File: config.mk
export PLATFORM = sky130hd
export DESIGN_NAME = pfsf_status
export DESIGN_NICKNAME = d
export VERILOG_FILES = /design/src/rtl/pfsf_pkg.sv /design/src/rtl/pfsf_flag.sv /design/src/rtl/pfsf_status.sv
export SDC_FILE = /design/constraint.sdc
export NUM_CORES = 1
export LEC_CHECK = 0
export ABC_AREA = 1
export BUFFER_PORTS_ARGS = -buffer_cell sky130_fd_sc_hd__buf_2
export CAP_MARGIN = 10
export CORE_MARGIN = 2
export CORE_UTILIZATION = 44
export DETAILED_ROUTE_END_ITERATION = 8
export HOLD_SLACK_MARGIN = 0.12
export PLACE_DENSITY = 0.81
export SETUP_SLACK_MARGIN = 0.3
export SYNTH_ARGS = -nofsm -noshare
export SYNTH_HDL_FRONTEND = slang
export SYNTH_SLANG_ARGS = --single-unit
File: constraint.sdc
create_clock -name i_sys_clk -period 1.1 [get_ports i_sys_clk]
set_clock_uncertainty 0.05 [all_clocks]
set_input_delay 0.33 -clock i_sys_clk [delete_from_list [all_inputs] [get_ports i_sys_clk]]
set_output_delay 0.33 -clock i_sys_clk [all_outputs]
set_load 0.01 [all_outputs]
File: src/rtl/pfsf_pkg.sv
// pfsf_pkg: offsets, field positions and reset values of the status flag bank
// assumes: imported by pfsf_status and the bench; pfsf_flag does not use it
package pfsf_pkg;
  // ==========================================================================
  // register map
  localparam logic [7:0] PFSF_OFS_PRIMARY = 8'h02;
  localparam logic [7:0] PFSF_OFS_SECONDARY = 8'h03;
  localparam logic [7:0] PFSF_RST_VAL = 8'h00;
  // ==========================================================================
  // primary register fields
  localparam int PFSF_B_BROWNOUT = 7;
  localparam int PFSF_B_TSD = 6;
  localparam int PFSF_B_HOT = 5;
  localparam int PFSF_B_MAIN_LOCK = 4;
  localparam int PFSF_B_CONV_LOCK = 3;
  localparam int PFSF_B_USB_LOCK = 2;
  localparam int PFSF_B_USB1 = 1;
  localparam int PFSF_B_USB2 = 0;
  // ==========================================================================
  // secondary register fields
  localparam int PFSF_B_UVD_HI = 5;
  localparam int PFSF_B_UVD_LO = 3;
  localparam int PFSF_B_PG_HI = 2;
  localparam int PFSF_B_PG_LO = 0;
  localparam logic [7:0] PFSF_RC_MASK2 = 8'h38;
endpackage

File: src/rtl/pfsf_flag.sv
// pfsf_flag: one latched clear-on-read fault flag
// assumes: fault level synchronous to i_sys_clk
`timescale 1ns/1ps
`default_nettype none
module pfsf_flag (
  input wire logic i_sys_clk, // system clock
  input wire logic i_sys_rst, // synchronous reset, high
  input wire logic i_ce, // clock enable
  input wire logic i_fault, // raw fault level
  input wire logic i_clr, // read clear pulse
  output logic o_flag // latched flag
);
  logic flag_r;
  logic flag_nxt;
  // set wins over the read clear
  always_comb begin
    flag_nxt = flag_r;
    if (i_clr) begin
      flag_nxt = 1'b0;
    end
    if (i_fault) begin
      flag_nxt = 1'b1;
    end
  end
  always_ff @(posedge i_sys_clk) begin
    if (i_sys_rst) begin
      flag_r <= 1'b0;
    end else if (i_ce) begin
      flag_r <= flag_nxt;
    end
  end
  assign o_flag = flag_r;
endmodule // pfsf_flag
`default_nettype wire

File: src/rtl/pfsf_status.sv
// pfsf_status: two status registers and the open-drain event output
// assumes: host register reads arrive as a one-cycle read strobe with an address,
// fault levels are synchronous to i_sys_clk
`timescale 1ns/1ps
`default_nettype none
// Behaviour
// - primary status at 0x02, read-only, reset zero
// - brownout flag sets on low input supply
// - thermal shutdown and early warning flags
// - three input lockout flags in primary
// - one fault flag per USB switch
// - reading primary clears all its flags whose faults are gone
// - event output released after both read
// - secondary D5..D3 converter undervoltage, D7..D6 zero
// - only D5..D3 of secondary clear on read
// - secondary status at offset 0x03
module pfsf_status
  import pfsf_pkg::*;
(
  input wire logic i_sys_clk, // system clock, 200 MHz
  input wire logic i_sys_rst, // synchronous reset, high
  input wire logic i_ce, // clock enable, freezes state when low
  input wire logic i_rd, // register read strobe
  input wire logic [7:0] i_addr, // register offset
  input wire logic i_brownout, // input supply below brownout level
  input wire logic i_thermal_shutdown, // thermal shutdown active
  input wire logic i_thermal_warning, // temperature near shutdown
  input wire logic [2:0] i_lockout, // main, converter, usb input lockout
  input wire logic [1:0] i_usb_fault, // usb switch 1, 2 overcurrent
  input wire logic [2:0] i_conv_uv, // converter 1..3 undervoltage
  input wire logic [2:0] i_conv_pg, // converter 1..3 power good
  output logic [7:0] o_rdata, // read data, registered
  output logic o_event_oe, // event pin driven low while high
  output logic o_event_o // event pin output level, always low
);
  // ==========================================================================
  // flag bank
  logic [7:0] fault_raw;
  logic [7:0] fault_status_primary;
  logic [2:0] uv_flags;
  logic [2:0] pg_r;
  logic [2:0] pg_nxt;
  logic rd_pri;
  logic rd_sec;
  assign rd_pri = i_rd && (i_addr == PFSF_OFS_PRIMARY);
  assign rd_sec = i_rd && (i_addr == PFSF_OFS_SECONDARY);
  always_comb begin
    fault_raw = PFSF_RST_VAL;
    fault_raw[PFSF_B_BROWNOUT] = i_brownout;
    fault_raw[PFSF_B_TSD] = i_thermal_shutdown;
    fault_raw[PFSF_B_HOT] = i_thermal_warning;
    fault_raw[PFSF_B_MAIN_LOCK] = i_lockout[2];
    fault_raw[PFSF_B_CONV_LOCK] = i_lockout[1];
    fault_raw[PFSF_B_USB_LOCK] = i_lockout[0];
    fault_raw[PFSF_B_USB1] = i_usb_fault[1];
    fault_raw[PFSF_B_USB2] = i_usb_fault[0];
  end
  for (genvar g = 0; g < 8; g++) begin : g_pri
    pfsf_flag u_flag (
      .i_sys_clk(i_sys_clk),
      .i_sys_rst(i_sys_rst),
      .i_ce(i_ce),
      .i_fault(fault_raw[g]),
      .i_clr(rd_pri),
      .o_flag(fault_status_primary[g])
    );
  end
  // converter undervoltage flags clear on read
  for (genvar g = 0; g < 3; g++) begin : g_uv
    pfsf_flag u_flag (
      .i_sys_clk(i_sys_clk),
      .i_sys_rst(i_sys_rst),
      .i_ce(i_ce),
      .i_fault(i_conv_uv[g]),
      .i_clr(rd_sec),
      .o_flag(uv_flags[g])
    );
  end
  // power good follows its converter, not cleared by reads
  always_comb begin
    pg_nxt = i_conv_pg;
  end
  always_ff @(posedge i_sys_clk) begin
    if (i_sys_rst) begin
      pg_r <= 3'h0;
    end else if (i_ce) begin
      pg_r <= pg_nxt;
    end
  end
  // ==========================================================================
  // read data and event output
  logic [7:0] converter_status_secondary;
  logic [7:0] rdata_r;
  logic [7:0] rdata_nxt;
  logic pri_seen_r;
  logic pri_seen_nxt;
  logic sec_seen_r;
  logic sec_seen_nxt;
  logic event_r;
  logic event_nxt;
  logic any_flag;
  always_comb begin
    converter_status_secondary = PFSF_RST_VAL;
    converter_status_secondary[PFSF_B_UVD_HI] = uv_flags[0];
    converter_status_secondary[PFSF_B_UVD_HI-1] = uv_flags[1];
    converter_status_secondary[PFSF_B_UVD_LO] = uv_flags[2];
    converter_status_secondary[PFSF_B_PG_HI] = pg_r[0];
    converter_status_secondary[PFSF_B_PG_HI-1] = pg_r[1];
    converter_status_secondary[PFSF_B_PG_LO] = pg_r[2];
  end
  assign any_flag = (|fault_status_primary) ||
                    (|(converter_status_secondary & PFSF_RC_MASK2));
  // read mux, unmapped offsets read zero
  always_comb begin
    rdata_nxt = rdata_r;
    if (rd_pri) begin
      rdata_nxt = fault_status_primary;
    end else if (rd_sec) begin
      rdata_nxt = converter_status_secondary;
    end else if (i_rd) begin
      rdata_nxt = PFSF_RST_VAL;
    end
  end
  // event held until both read or flags all clear
  always_comb begin
    pri_seen_nxt = pri_seen_r || rd_pri;
    sec_seen_nxt = sec_seen_r || rd_sec;
    event_nxt = event_r;
    if (!event_r && any_flag) begin
      event_nxt = 1'b1;
      pri_seen_nxt = 1'b0;
      sec_seen_nxt = 1'b0;
    end else if (event_r && ((pri_seen_nxt && sec_seen_nxt) || !any_flag)) begin
      event_nxt = 1'b0;
    end
  end
  always_ff @(posedge i_sys_clk) begin
    if (i_sys_rst) begin
      rdata_r <= PFSF_RST_VAL;
      pri_seen_r <= 1'b0;
      sec_seen_r <= 1'b0;
      event_r <= 1'b0;
    end else if (i_ce) begin
      rdata_r <= rdata_nxt;
      pri_seen_r <= pri_seen_nxt;
      sec_seen_r <= sec_seen_nxt;
      event_r <= event_nxt;
    end
  end
  assign o_rdata = rdata_r;
  assign o_event_oe = event_r;
  assign o_event_o = 1'b0;
  // ==========================================================================
  // assertions
  property p_pri_read_value;
    @(posedge i_sys_clk) disable iff (i_sys_rst)
      (i_ce && rd_pri) |=> (o_rdata == $past(fault_status_primary));
  endproperty
  a_pri_read_value: assert property (p_pri_read_value)
    else $error("primary read data wrong");
  property p_brownout_set;
    @(posedge i_sys_clk) disable iff (i_sys_rst)
      (i_ce && i_brownout) |=> fault_status_primary[PFSF_B_BROWNOUT];
  endproperty
  a_brownout_set: assert property (p_brownout_set)
    else $error("brownout flag not set");
  property p_thermal_set;
    @(posedge i_sys_clk) disable iff (i_sys_rst)
      (i_ce && i_thermal_warning && i_thermal_shutdown)
        |=> (fault_status_primary[PFSF_B_HOT] && fault_status_primary[PFSF_B_TSD]);
  endproperty
  a_thermal_set: assert property (p_thermal_set)
    else $error("thermal flags not set");
  property p_lockout_set;
    @(posedge i_sys_clk) disable iff (i_sys_rst)
      (i_ce && i_lockout[0]) |=> fault_status_primary[PFSF_B_USB_LOCK];
  endproperty
  a_lockout_set: assert property (p_lockout_set)
    else $error("usb input lockout flag not set");
  property p_usb_set;
    @(posedge i_sys_clk) disable iff (i_sys_rst)
      (i_ce && i_usb_fault[1]) |=> fault_status_primary[PFSF_B_USB1];
  endproperty
  a_usb_set: assert property (p_usb_set)
    else $error("usb switch fault flag not set");
  property p_pri_clear;
    @(posedge i_sys_clk) disable iff (i_sys_rst)
      (i_ce && rd_pri && fault_raw == 8'h00) |=> (fault_status_primary == 8'h00);
  endproperty
  a_pri_clear: assert property (p_pri_clear)
    else $error("primary flags not cleared by read");
  property p_event_release;
    @(posedge i_sys_clk) disable iff (i_sys_rst)
      (i_ce && event_r && !any_flag) |=> !o_event_oe;
  endproperty
  a_event_release: assert property (p_event_release)
    else $error("event output not released");
  property p_event_both_read;
    @(posedge i_sys_clk) disable iff (i_sys_rst)
      (i_ce && event_r && pri_seen_r && rd_sec) |=> !o_event_oe;
  endproperty
  a_event_both_read: assert property (p_event_both_read)
    else $error("event output held after both reads");
  property p_sec_top_zero;
    @(posedge i_sys_clk) disable iff (i_sys_rst)
      (i_ce && rd_sec) |=> (o_rdata[7:6] == 2'h0);
  endproperty
  a_sec_top_zero: assert property (p_sec_top_zero)
    else $error("unused secondary bits not zero");
  property p_pg_kept;
    @(posedge i_sys_clk) disable iff (i_sys_rst)
      (i_ce && rd_sec && (i_conv_pg == pg_r)) |=> (pg_r == $past(pg_r));
  endproperty
  a_pg_kept: assert property (p_pg_kept)
    else $error("power good changed by read");
  property p_sticky;
    @(posedge i_sys_clk) disable iff (i_sys_rst)
      (i_ce && fault_status_primary[PFSF_B_TSD] && !rd_pri)
        |=> fault_status_primary[PFSF_B_TSD];
  endproperty
  a_sticky: assert property (p_sticky)
    else $error("flag lost without read");
  c_event: cover property (@(posedge i_sys_clk) $rose(o_event_oe));
  c_both_read: cover property (@(posedge i_sys_clk) rd_pri ##[1:20] rd_sec);
  c_refault: cover property (@(posedge i_sys_clk) rd_pri && i_brownout);
endmodule // pfsf_status
`default_nettype wire

==> key figures <==
Setup path
  • CP Capture Type: output port
  • Maximum net fanout on the critical path: 2
  • Slowest stage delay, CP: roughly 0.37 ns
  • Buf+Inv Stages, Crit Path: 1
  • Worst-path cell with the longest stage delay: dfxtp_2
  • WP data required: just over 0.7 ns
  • CP Cell Sequence: buf_6
  • WS Path Type: reg -> out
  • Setup crit start kind: flip-flop
  • Crit-path leading delay family: flip-flops
  • Arr. time, crit path: about 0.8 ns

Final layout
  • Register area: approximately 520 µm²
  • Final instance area: about 0.0019 mm²
  • Most common cell after layout, fill and taps aside: buf_4
  • Fin cells: 238
  • Area Growth Syn to Fin: 62.9%
  • Layout fillers: 162
  • Layout Nets: about 240
  • N_diodes: 0
  • Share of layout cells above drive strength 1: 65.9%
  • Most frequent cells in the layout: 21 x buf_4, 20 x nand3_2, 20 x nand2_1, 20 x buf_2, 16 x dfxtp_2
  • Core Util, Final: 76.0%
  • Area taken by multi-input logic gates: about 780 µm²

Worst hold path
  • Min-Delay Path Class: in -> reg

Clocking
  • Worst-Skew Late Latency: approximately 0.32 ns
  • Clock Tree Buf Depth: 2
  • Sink Count: 25
  • Hold buffers post-CTS: 0
  • # H-tree levels: 1
  • Total CTS buffers: 3
  • Root Buffer Master: clkbuf_4
  • Worst-path clk slew: between 0.1 and 0.15 ns
  • CTS tree: yes

Drt
  • Drt first-iter violations: 52
  • Antenna-violating nets left: 0
  • DR vias: 1269
  • DRT Pass-1 Iters: 4
  • Vias per inst: 5.33
  • WL/cell: about 16 µm
  • Residual DRC count: 0
  • WL final: around 3700 µm

Floorplanning
  • IO Pins: 36
  • Core Region: between 0.002 and 0.0025 mm²
  • Die X-Extent: between 50 and 60 µm
  • Site row count: 18
  • Die H: 55.2 µm
  • Starting Density: 46.6%
  • Die Area: about 0.0031 mm²

Timing
  • RSZ-0062 raised after global routing: true
  • Final setup vio count: 11
  • Fmax achieved: between 800 and 900 MHz
  • Final period util: 107%
  • Setup slack after layout: -0.0763 ns
  • TNS Setup: -0.573 ns
  • Final hold violations: 0
  • Final hold slack: between 0.15 and 0.2 ns
  • Fin crit period: around 1.2 ns
  • Slew Limit Fails: 0

Global routing
  • Antenna violations before repair: 0
  • Largest net degree at the start of global routing: 21
  • GRT overflow: 0
  • GRT Util Overall: between 20% and 30%
  • First-pass GRT wire length: about 5700 µm
  • Vias in the first global route: 1245

Pwr
  • VDD IR max: roughly 0.00089 V
  • Leak Pwr: between 0.8 and 0.9 nW
  • Total power draw: between 1.5 and 2 mW
  • P per Cell Area: 986 mW/mm²

Placement
  • Gpl congestion: 0.898
  • Post-DP HPWL: approximately 2100 µm
  • Placed Area: between 0.001 and 0.0015 mm²
  • Place WS: -0.208 ns
  • PortBufs: 34
  • Dpl cells: 221

Outcome
  • Status: finished, violations left
  • Failing checks: negative setup slack

Logic synthesis
  • Main combinational cell family by area after synthesis: simple AND/OR/NAND/NOR gates
  • Post-synthesis compound-gate area fraction: around 15%
  • Mux share of post-synthesis cell area: 0%
  • Post-synthesis simple-gate area fraction: between 30% and 40%
  • Adder-cell share of the synthesized area: 0%
  • Synth Area in XOR/XNOR: 0%
  • Mapped Cells: ~150
  • Synth Warn #: 0
  • Register bit count reported by yosys: 25
  • Synthesized area: 0.00115 mm²
  • Post-synthesis cell type count: 24
  • Syn_area_per_cell: 7.55 µm²
  • Syn Nets: between 150 and 200
  • Post-synthesis sequential area ratio: a little over two fifths

Run
  • Max_cap viols: 0
## power breakdown
group | internal (mW) | total [mW] | switching [mW]
sequential | 0.965 | 1.02 | 0.0535
clock | 0.142 | 0.415 | 0.273
combinational | 0.212 | 0.422 | 0.210
## Yosys cell counts (all sizes together)
library cell | n | area (µm²)
a21oi | 16 | 83.8
nand3 | 22 | 110
dfxtp | 25 | 500
nand4 | 1 | 6.26
o21ai | 6 | 33.8
o211ai | 6 | 45.0
inv | 17 | 63.8
buf | 4 | 31.3
o21bai | 1 | 7.51
nor2 | 15 | 83.8
nor3 | 1 | 5.00
nand2 | 35 | 149
conb | 1 | 3.75
clkbuf | 3 | 31.3
## registers in the layout, summed over array words and instances, names as in the netlist
name,count
g_uv.u_flag.o_flag,3
pri_seen_r,1
pg_r,3
o_rdata,8
o_event_oe,1
sec_seen_r,1
g_pri.u_flag.o_flag,8
## cells by family after synthesis
logic type | Yosys count
flip-flops | 25
AO/OA/AOI/OAI | 29
buffers and inverters | 24
other | 1
AND/OR/NAND/NOR | 74
## repair_timing
action,4_1_cts,5_1_grt
pin swaps,28,32
gates resized for setup,56,30
setup buffers,4,8
gates cloned,1,0
endpoints found under the setup margin,31,32
## layer usage
layer,part of all wire (%),track usage (%),wire length (µm)
met1,41,29.4,1540
met2,50,39.5,1870
met3,5.3,3.98,197
met4,3.9,6.62,147
met5,0,0,0
## path summary, 6_finish.rpt
| check | from | end | slack, ns | depth (start not counted) |
|---|---|---|---|---|
| hold / removal | i_conv_pg[1] | pg_r[1]$_SDFFE_PP0P_ | 0.18 | 3 |
| setup / recovery | o_event_oe$_SDFFE_PP0P_ | o_event_oe | -0.08 | 1 |
| hold reg to reg | sec_seen_r$_SDFFE_PP0P_ | sec_seen_r$_SDFFE_PP0P_ | 0.42 | 2 |
| setup reg to reg | g_pri[2].u_flag.o_flag$_SDFFE_PP0P_ | o_event_oe$_SDFFE_PP0P_ | 0 | 6 |
## area by class of cell
class,count,area share (%)
clock buffer,4,1.40
tap,30,1.99
multi-input combinational,105,41.2
sequential,25,27.9
inverter,17,3.79
timing repair buffer,57,23.7
(Power assumes the default switching activity.)
